## src/verilog/txdme_pkg.sv

```systemverilog
package txdme_pkg;
   // Channel count of the line interface
   localparam int unsigned CHANNELS = 12;
   // Silence threshold in transmit clock periods (nominal of 128 +/- 32)
   localparam int unsigned FAULT_PERIODS = 128;
   localparam int unsigned FAULT_MIN = 96;
   localparam int unsigned FAULT_MAX = 160;
   localparam int unsigned CNT_W = 8;
   // Reset values
   localparam logic ENABLE_BIT_RST = 1'h0;
   localparam logic FAULT_RST = 1'h0;
   // Host port timing modes
   typedef enum logic {
      TXDME_PORT_ASYNC = 1'b0,
      TXDME_PORT_SYNC  = 1'b1
   } txdme_port_mode_t;
endpackage

```

## src/verilog/txdme_mon_if.sv

```systemverilog
`timescale 1ns/1ps
`default_nettype none
// Carries one channel's monitor samples and fault result
interface txdme_mon_if;
   logic mon_pos;
   logic mon_neg;
   logic fault;
   modport top (output mon_pos, output mon_neg, input fault);
   modport mon (input mon_pos, input mon_neg, output fault);
endinterface
`default_nettype wire

```

## src/verilog/txdme_monitor.sv

```systemverilog
`timescale 1ns/1ps
`default_nettype none
// Per-channel silence watchdog on the monitor taps
module txdme_monitor
#(
   parameter int unsigned THRESHOLD = txdme_pkg::FAULT_PERIODS
) (
   input  wire logic    clk_in,   // Transmit line clock
   input  wire logic    rst_n_in, // Synchronous reset, active low
   txdme_mon_if.mon     mon       // Samples in, fault out
);
   import txdme_pkg::*;

   logic [CNT_W-1:0] count_reg;
   logic             pos_last_reg;
   logic             neg_last_reg;
   logic             fault_reg;
   logic             edge_seen;
   localparam logic [CNT_W-1:0] LIMIT = CNT_W'(THRESHOLD);

   // Any change on either tap is a transition
   assign edge_seen = (mon.mon_pos != pos_last_reg) || (mon.mon_neg != neg_last_reg);

   // Previous tap levels
   always_ff @(posedge clk_in) begin
      if (!rst_n_in) begin
         pos_last_reg <= 1'h0;
         neg_last_reg <= 1'h0;
      end else begin
         pos_last_reg <= mon.mon_pos;
         neg_last_reg <= mon.mon_neg;
      end
   end

   // Silence counter, restarts on transitions and saturates at limit
   always_ff @(posedge clk_in) begin
      if (!rst_n_in) begin
         count_reg <= '0;
      end else if (edge_seen) begin
         count_reg <= '0;
      end else if (count_reg != LIMIT) begin
         count_reg <= count_reg + 1'b1;
      end
   end

   // Fault flag
   always_ff @(posedge clk_in) begin
      if (!rst_n_in) begin
         fault_reg <= FAULT_RST;
      end else if (edge_seen) begin
         fault_reg <= 1'h0;
      end else if (count_reg == LIMIT - 1'b1) begin
         fault_reg <= 1'h1;
      end
   end

   assign mon.fault = fault_reg;
endmodule // txdme_monitor
`default_nettype wire

```

## src/verilog/txdme_top.sv

```systemverilog
`timescale 1ns/1ps
`default_nettype none
// Function
// Fault output stays low while monitor taps show transitions.
// Fault output rises after 128 +/- 32 silent transmit clock periods.
// Fault output falls again as soon as transitions return.
// Monitor is diagnostic only; transmitter works with taps unconnected.
// Each channel has its own independent transmitter on/off control.
// Driver enabled only when enable pin high and channel bit is 1.
// Off channel puts both line outputs in high impedance.
// With channel bit 1, enable pin switches the channel for switchover.
// Host port asynchronous when timing select low, synchronous when high.
// Host supplies bus clock as reference in synchronous timing; no bus clock input here, synchronous mode only sets port_mode_out.
// Counter restarts on transition, faults at one threshold in 96..160.
// Reset clears enable bits, fault output and monitor counter.
module txdme_top
#(
   parameter int unsigned NCH       = txdme_pkg::CHANNELS,
   parameter int unsigned THRESHOLD = txdme_pkg::FAULT_PERIODS
) (
   input  wire logic           clk_in,                   // Transmit line clock
   input  wire logic           rst_n_in,                 // Sync reset, active low
   input  wire logic [NCH-1:0] monitor_pos_in,           // Positive monitor taps
   input  wire logic [NCH-1:0] monitor_neg_in,           // Negative monitor taps
   input  wire logic           line_driver_enable_pin_in, // External driver enable
   input  wire logic [NCH-1:0] enable_bit_wr_in,         // Write strobe per channel
   input  wire logic [NCH-1:0] enable_bit_data_in,       // Value to write per channel
   input  wire logic [NCH-1:0] line_data_pos_in,         // Positive rail data
   input  wire logic [NCH-1:0] line_data_neg_in,         // Negative rail data
   input  wire logic           port_timing_sel_in,       // Host port timing select
   output logic [NCH-1:0]      line_driver_enable_bit_out, // Enable bit state
   output logic [NCH-1:0]      line_out_pos_out,         // Positive line output
   output logic [NCH-1:0]      line_out_pos_oe_out,      // Positive output enable
   output logic [NCH-1:0]      line_out_neg_out,         // Negative line output
   output logic [NCH-1:0]      line_out_neg_oe_out,      // Negative output enable
   output logic [NCH-1:0]      drive_fault_out,          // Drive fault, high on silence
   output var txdme_pkg::txdme_port_mode_t port_mode_out // Host port timing mode
);
   import txdme_pkg::*;

   logic             pin_s1_reg;
   logic             pin_s2_reg;
   logic             mode_s1_reg;
   logic             mode_s2_reg;
   logic [NCH-1:0]   mon_pos_s1_reg;
   logic [NCH-1:0]   mon_pos_s2_reg;
   logic [NCH-1:0]   mon_neg_s1_reg;
   logic [NCH-1:0]   mon_neg_s2_reg;
   logic [NCH-1:0]   enable_bit_reg;
   logic [NCH-1:0]   drive_on_reg;
   logic [NCH-1:0]   pos_reg;
   logic [NCH-1:0]   neg_reg;
   txdme_port_mode_t mode_reg;

   // Enable pin synchroniser; only the second stage feeds logic
   always_ff @(posedge clk_in) begin
      if (!rst_n_in) begin
         pin_s1_reg <= 1'h0;
         pin_s2_reg <= 1'h0;
      end else begin
         pin_s1_reg <= line_driver_enable_pin_in;
         pin_s2_reg <= pin_s1_reg;
      end
   end

   // Timing select synchroniser
   always_ff @(posedge clk_in) begin
      if (!rst_n_in) begin
         mode_s1_reg <= 1'h0;
         mode_s2_reg <= 1'h0;
      end else begin
         mode_s1_reg <= port_timing_sel_in;
         mode_s2_reg <= mode_s1_reg;
      end
   end

   // Monitor tap synchronisers, all channels side by side
   always_ff @(posedge clk_in) begin
      if (!rst_n_in) begin
         mon_pos_s1_reg <= '0;
         mon_pos_s2_reg <= '0;
         mon_neg_s1_reg <= '0;
         mon_neg_s2_reg <= '0;
      end else begin
         mon_pos_s1_reg <= monitor_pos_in;
         mon_pos_s2_reg <= mon_pos_s1_reg;
         mon_neg_s1_reg <= monitor_neg_in;
         mon_neg_s2_reg <= mon_neg_s1_reg;
      end
   end

   // Host port timing mode follows the select pin
   always_ff @(posedge clk_in) begin
      if (!rst_n_in) begin
         mode_reg <= TXDME_PORT_ASYNC;
      end else begin
         mode_reg <= mode_s2_reg ? TXDME_PORT_SYNC : TXDME_PORT_ASYNC;
      end
   end

   // Per-channel enable bits, drivers and monitors
   genvar ch;
   generate
      for (ch = 0; ch < NCH; ch++) begin : g_ch
         txdme_mon_if mif ();

         // Enable bit written only by its own strobe
         always_ff @(posedge clk_in) begin
            if (!rst_n_in) begin
               enable_bit_reg[ch] <= ENABLE_BIT_RST;
            end else if (enable_bit_wr_in[ch]) begin
               enable_bit_reg[ch] <= enable_bit_data_in[ch];
            end
         end

         // Driver on needs pin and bit; pin then switches it fast
         always_ff @(posedge clk_in) begin
            if (!rst_n_in) begin
               drive_on_reg[ch] <= 1'h0;
            end else begin
               drive_on_reg[ch] <= pin_s2_reg & enable_bit_reg[ch];
            end
         end

         // Line data registered; independent of the monitor
         always_ff @(posedge clk_in) begin
            if (!rst_n_in) begin
               pos_reg[ch] <= 1'h0;
               neg_reg[ch] <= 1'h0;
            end else begin
               pos_reg[ch] <= line_data_pos_in[ch];
               neg_reg[ch] <= line_data_neg_in[ch];
            end
         end

         assign mif.mon_pos = mon_pos_s2_reg[ch];
         assign mif.mon_neg = mon_neg_s2_reg[ch];
         assign drive_fault_out[ch] = mif.fault;

         txdme_monitor #(
            .THRESHOLD (THRESHOLD)
         ) u_mon (
            .clk_in   (clk_in),
            .rst_n_in (rst_n_in),
            .mon      (mif.mon)
         );
      end
   endgenerate

   // Outputs; enables low tri-state both line pins
   assign line_driver_enable_bit_out = enable_bit_reg;
   assign line_out_pos_out    = pos_reg;
   assign line_out_neg_out    = neg_reg;
   assign line_out_pos_oe_out = drive_on_reg;
   assign line_out_neg_oe_out = drive_on_reg;
   assign port_mode_out       = mode_reg;
endmodule // txdme_top
`default_nettype wire

```

## config.mk

```make
export PLATFORM = sky130hd
export DESIGN_NAME = txdme_top
export DESIGN_NICKNAME = d
export VERILOG_FILES = /design/src/verilog/txdme_pkg.sv /design/src/verilog/txdme_mon_if.sv /design/src/verilog/txdme_monitor.sv /design/src/verilog/txdme_top.sv
export SDC_FILE = /design/constraint.sdc
export NUM_CORES = 1
export LEC_CHECK = 0
export ABC_AREA = 0
export BUFFER_PORTS_ARGS = -buffer_cell sky130_fd_sc_hd__buf_2
export CAP_MARGIN = 30
export CORE_UTILIZATION = 50
export CTS_CLUSTER_DIAMETER = 150
export DETAILED_ROUTE_END_ITERATION = 10
export GPL_TIMING_DRIVEN = 0
export PLACE_DENSITY_LB_ADDON = 0.15
export SKIP_LAST_GASP = 1
export SLEW_MARGIN = 0
export SYNTH_ARGS = -nofsm -noshare
export SYNTH_HDL_FRONTEND = slang
export SYNTH_SLANG_ARGS = --single-unit
```

## constraint.sdc

```tcl
create_clock -name clk_in -period 2.4 [get_ports clk_in]
set_input_delay 0.12 -clock clk_in [delete_from_list [all_inputs] [get_ports clk_in]]
set_output_delay 0.12 -clock clk_in [all_outputs]
set_load 0.01 [all_outputs]
```

==> results.md, run 1 <==
* Post-Syn Area per Cell at 9.692 um2
* WL per Instance at 12.75 um
* Starting density of the core at 0.5184
* CTS tree: built
* WHS at 13.57 ps
* DR vias at 7143
* Core ar. at 17540 um2
* RSZ-0062 raised after global routing: no
* Syn Inst Count at 938
* Vias/cell at 5.013
* Initial antenna violation count at 0
* Maximum vdd drop at 0.6042 mV
* Sum of negative setup slack at 0 ps
* Synth Warn # at 0
* Post-Synth Simple-Gate Area at 0.2574
* Cts bufs inserted at 24
* Clock Latency Late Sink at 520 ps
* Root buffer cell: clkbuf_16
* Synth Flop Type: dfxtp_1
* Multi-input gate area at 3951 um2
* Tmin final at 1621 ps
* Post-route cell area at 11630 um2
* Fmax at 617.1 MHz
* Post-Route Skew at 19.67 ps
* Final GP Congestion at 0.8105
* Clk sink count at 233
* Post-synthesis net count at 1038
* Synth area leaders: dfxtp_1 51%, and2_1 7.0%, nand3_1 3.5%
* Mux share of post-synthesis cell area at 0.01321
* Vias in the first global route at 6630
* Final HPWL DP at 12340 um
* Drt total wl at 18170 um
* CP required at 2780 ps
* Chip height at 136.8 um
* # H-tree levels at 1
* IO Pins at 149
* Final period util at 0.6753
* Cells after DPL at 1310
* GRT Util Overall at 0.1992
* Tot Pwr at 8.340 mW
* Post-DRT Antenna Nets at 0
* FP Rows at 48
* Least-Margin Pin Slew at 504.3 ps
* Layout cell share with drive strength beyond 1 at 0.1950
* Setup Fix Bufs, Post-CTS at 0
* Max-slew headroom at 0.6638
* Cell Area, Synth at 9091 um2
* Seq/Total Area, Yosys at 0.5131
* IO buf count at 147
* Router iterations before antenna repair at 4
* Cell area after placement at 10110 um2
* Layout area overhead at 27.97%
* FILL cells at 1446
* Commonest cells post-synth: 233 x dfxtp_1, 101 x and2_1, 64 x nand3_1, 51 x nor3_1, 48 x a21oi_1
* Flip-flop and latch area at 4664 um2
* DRC at 0
* Crit Path Max Fanout at 5
* 1st-iter DRT viols at 317
* Setup-failing EPs final at 0
* Static Leak at 4.745 nW
* Pwr/cell area at 716.9 nW/um2
* Die width at 136.8 um
* Clock Tree Buf Depth at 3
* Grt total ovfl at 0
* Leading area contributor after synthesis: dfxtp_1
* Synth Area in XOR/XNOR at 0.05780
* Outcome: complete, no violations
* Crit path launch type: flip-flop
* Worst-path clk slew at 60 ps
* Largest net degree at the start of global routing at 14
* Most numerous cell in the Yosys netlist: dfxtp_1
* Synth Area in Adders at 0.03303
* Die area at 18730 um2
* Fin. max-slew vios at 0
* Yosys top cell area share at 0.5131
* Final hold violations at 0
* Post-synth EDFFs at 0
* Synth Register Bits at 233
* Layout Nets at 1285
* Global-route wire length before repair at 30460 um
* Synth Area in Compound Gates at 0.07322
* Critical Path AT at 2000 ps
* Ant diodes at 0
* Largest family of logic cells by synthesized area: simple AND/OR/NAND/NOR gates
* Critical path type: flip-flop to flip-flop
* Post-route insts no fill at 1425
* Maxcap violations at 0
* Critical Path Sink Type: flip-flop
* Asr flop ratio synth at 0
* Post-synth cell types at 36
* Worst Hold Class: primary input to flip-flop
* Max FFs per register at 96
## layout by cell type (no fill, tap or decap), drive strengths merged, types with 2 or more instances in the layout
cell,Yosys,final
or3b,8,8
xor2,24,24
nand2,23,23
nor2,25,25
or3,47,47
inv,44,45
nor3,51,51
or4bb,4,4
mux2i,12,12
and3,12,12
nor4b,8,8
xnor2,36,36
dfxtp,233,233
o21ai,47,47
a21oi,48,48
or4b,10,10
nor2b,12,12
and2,101,101
clkbuf,18,53
a211oi,23,23
clkinv,0,4
buf,33,180
nand3,66,66
nor4bb,4,4
nor3b,8,8
or4,2,2
dlygate4sd3,0,74
ha,24,24
nand4,12,12
## cell type report
type                    instances  share of cell area
flip-flops and latches        233              0.4009
multi-input cells             610              0.3396
repair buffers                221              0.1269
clock buffers                  35             0.06120
plain buffers                  51             0.02667
well taps                     225             0.02420
inverters                      44             0.01420
clock inverters                 6            0.006238
## timing repair
item / CTS / global route
endpoints found under the hold margin: 62 / 0
hold buffers: 74 / 0
resized for setup: 0 / 0
## per-layer routing
layer | track usage | up-vias | part of all wire
met3 | 0.03593 | 25 | 0.044
li1 | - | 3711 | -
met2 | 0.3469 | 124 | 0.48
met5 | 0 | - | 0
met4 | 0.04518 | 0 | 0.015
met1 | 0.2556 | 3283 | 0.47
## critical path, stage by stage (launching register included)
cell and delay [ps]:
dfxtp_1 340, inv_1 90, ha_1 170, or4b_1 500
nor2_1 300, nor3_1 90
## kinds of logic after synthesis
logic type	after synthesis
adder cells (fa/ha/maj)	24
multiplexers	12
XOR/XNOR	60
AO/OA/AOI/OAI	120
buffers and inverters	95
AND/OR/NAND/NOR	394
flip-flops	233
## power breakdown
part	total (mW)	internal [mW]	leakage, nW	switching [mW]
clock	3.62	2.16	0.390	1.45
combinational	0.628	0.333	2.45	0.295
sequential	4.09	4.00	1.90	0.0925
total	8.34	6.50	4.75	1.84
## metrics by stage
stage / setup slack [ps] / util
6_report: 779.4 / 0.6634
3_3_place_gp: 815.7 / 0.5764
4_1_cts: 777.2 / 0.6634
2_1_floorplan: 996.3 / -
3_5_place_dp: 791.1 / 0.5764
5_1_grt: 661.6 / 0.6634
## final timing paths
check,startpoint,to,slack [ps],cells past startpoint
worst max register to register,g_ch[0].u_mon.count_reg[0]$_SDFFE_PP0P_,g_ch[0].u_mon.count_reg[4]$_SDFFE_PP0P_,780,5
worst min register to register,mon_neg_s1_reg[7]$_SDFF_PN0_,mon_neg_s2_reg[7]$_SDFF_PN0_,430,1
worst max-delay path,g_ch[0].u_mon.count_reg[0]$_SDFFE_PP0P_,g_ch[0].u_mon.count_reg[4]$_SDFFE_PP0P_,780,5
worst min-delay path,rst_n_in,g_ch[0].u_mon.count_reg[1]$_SDFFE_PP0P_,10,3
Power figures use the tool's default switching activity.
==> run 2: changes to the inputs <==
Clock period 2.4 ns to 1.3 ns, I/O delays scaled along.
==> results.md, run 2 (synthesis results as in run 1) <==
* Least-Margin Pin Slew at 578.4 ps (+74.11 ps)
* Failing checks: setup timing
* Fin. max-slew vios at 0 (unchanged)
* Crit path launch type: flip-flop
* Clock Latency Late Sink at 510 ps (about the same)
* # H-tree levels at 1 (unchanged)
* Layout Nets at 1337 (+4.0%)
* IO Pins at 149 (unchanged)
* Initial antenna violation count at 0 (unchanged)
* Core ar. at 17540 um2 (unchanged)
* IO buf count at 147 (unchanged)
* Largest net degree at the start of global routing at 16 (+2)
* 1st-iter DRT viols at 246 (-22%)
* Grt total ovfl at 0 (unchanged)
* Final hold violations at 0 (unchanged)
* Die area at 18730 um2 (unchanged)
* WL per Instance at 14.40 um (+13%)
* Clock Tree Buf Depth at 3 (unchanged)
* Setup-failing EPs final at 72 (+72)
* Outcome: finished, violations left
* Die width at 136.8 um (unchanged)
* Post-DRT Antenna Nets at 0 (unchanged)
* CTS tree: built
* Global-route wire length before repair at 34310 um (+13%)
* Vias/cell at 5.065 (+1.1%)
* Critical Path Sink Type: flip-flop
* Max FFs per register at 96 (unchanged)
* Max-slew headroom at 0.6144 (-0.04941)
* Pwr/cell area at 1271 nW/um2 (+77%)
* CP required at 1670 ps (-1110 ps)
* Critical Path AT at 1810 ps (-190 ps)
* Post-Route Skew at 8.225 ps (-11.44 ps)
* Layout area overhead at 43.88%
* Drt total wl at 21320 um (+17%)
* Sum of negative setup slack at -5879 ps (-5879 ps)
* Commonest non-fill, non-tap cell in the layout: dfxtp_1
* Tot Pwr at 16.62 mW (+99%)
* Chip height at 136.8 um (unchanged)
* DRC at 0 (unchanged)
* Root buffer cell: clkbuf_16
* Fmax at 694.4 MHz (+13%)
* Crit Path Max Fanout at 4 (-1)
* Final GP Congestion at 0.7807 (-3.7%)
* RSZ-0062 raised after global routing: yes
* Layout cell share with drive strength beyond 1 at 0.3825 (+0.1875)
* Router iterations before antenna repair at 4 (unchanged)
* Clk sink count at 233 (unchanged)
* Vias in the first global route at 7341 (+11%)
* FP Rows at 48 (unchanged)
* Worst Hold Class: primary input to flip-flop
* Final period util at 1.108 (+0.4325)
* Maxcap violations at 0 (unchanged)
* Worst setup margin at -140.1 ps (-919.5 ps)
* Most frequent cells in the layout: 190 x dfxtp_1, 148 x buf_2, 101 x and2_1
* Starting density of the core at 0.5184 (unchanged)
* Worst-path clk slew at 60 ps (about the same)
* Static Leak at 5.166 nW (+8.9%)
* Cts bufs inserted at 24 (unchanged)
* DR vias at 7502 (+5.0%)
* GRT Util Overall at 0.2272 (+0.02797)
* Critical path type: flip-flop to flip-flop
* Maximum vdd drop at 1.030 mV (+71%)
* Tmin final at 1440 ps (-180.5 ps)
* Final HPWL DP at 12670 um (+2.6%)
-- run 2: cell count changes in the layout (fill, tap and decap cells not counted), moves of 16 or more --
cell	delta
dfxtp_4	+19
nor3_2	+26
a211oi_1	-22
inv_4	+16
nor3_1	-27
a211oi_2	+22
ha_1	-21
ha_4	+17
inv_1	-24
dfxtp_1	-43
dfxtp_2	+24
buf_4	+48
-- run 2: timing repair --
item	in CTS	in global routing
gates resized for setup	105	90
hold buffers	75	0
hold endpoints to repair	67	0
pin swaps	45	43
setup endpoints to repair	75	92
setup buffers	28	23
-- run 2: stage by stage --
stage          cell area (um2)  utilization  std cells  hold slack, ps  worst slack [ps]
6_report                 13080       0.7459       1481           131.0            -140.1
3_3_place_gp             10380       0.5916       1310           269.6            -107.5
2_1_floorplan             9358            -        938           192.3            -21.11
4_1_cts                  12580       0.7173       1457           119.5            -118.0
5_1_grt                  13080       0.7457       1480           147.9            -185.1
3_5_place_dp             10380       0.5916       1310           273.2            -159.1
-- run 2: area by class of cell --
class / count / area [um2]
multi-input combinational: 610 / 4720
sequential: 233 / 4766
tap: 225 / 281.5
inverter: 44 / 205.2
antenna: 1 / 2.502
clock buffer: 31 / 688.2
fill: 1221 / 4457
clock inverter: 13 / 176.4
buffer: 51 / 335.3
timing repair buffer: 273 / 1906
-- run 2: final timing paths --
kind	start	end	slack, ps	cells past startpoint
min reg2reg	mon_pos_s1_reg[10]$_SDFF_PN0_	mon_pos_s2_reg[10]$_SDFF_PN0_	430	1
max reg2reg	g_ch[7].u_mon.count_reg[1]$_SDFFE_PP0P_	g_ch[7].u_mon.count_reg[6]$_SDFFE_PP0P_	-140	5
min	rst_n_in	g_ch[4].u_mon.pos_last_reg$_SDFF_PN0_	130	3
max	g_ch[7].u_mon.count_reg[1]$_SDFFE_PP0P_	g_ch[7].u_mon.count_reg[6]$_SDFFE_PP0P_	-140	5
-- run 2: report_power, final --
| group | switching, mW | leakage, nW | internal, mW | total (mW) |
|---|---|---|---|---|
| Clock | 2.75 | 0.420 | 4.54 | 7.29 |
| Sequential | 0.183 | 1.93 | 7.40 | 7.58 |
| Combinational | 0.803 | 2.82 | 0.951 | 1.75 |
| Total | 3.74 | 5.17 | 12.9 | 16.6 |
-- run 2: layer usage --
metal	GRT usage	vias to the layer above	routed length, um
met4	0.06593	0	401
met1	0.2742	3474	9154
met2	0.4086	168	10820
met5	0	-	0
li1	-	3826	-
met3	0.04222	34	944
-- run 2: worst max-delay path: stages, from the launching register on --
cell,delay (ps)
dfxtp_4,360
inv_4,60
ha_4,120
or4bb_4,500
nor2_4,180
a211oi_1,80
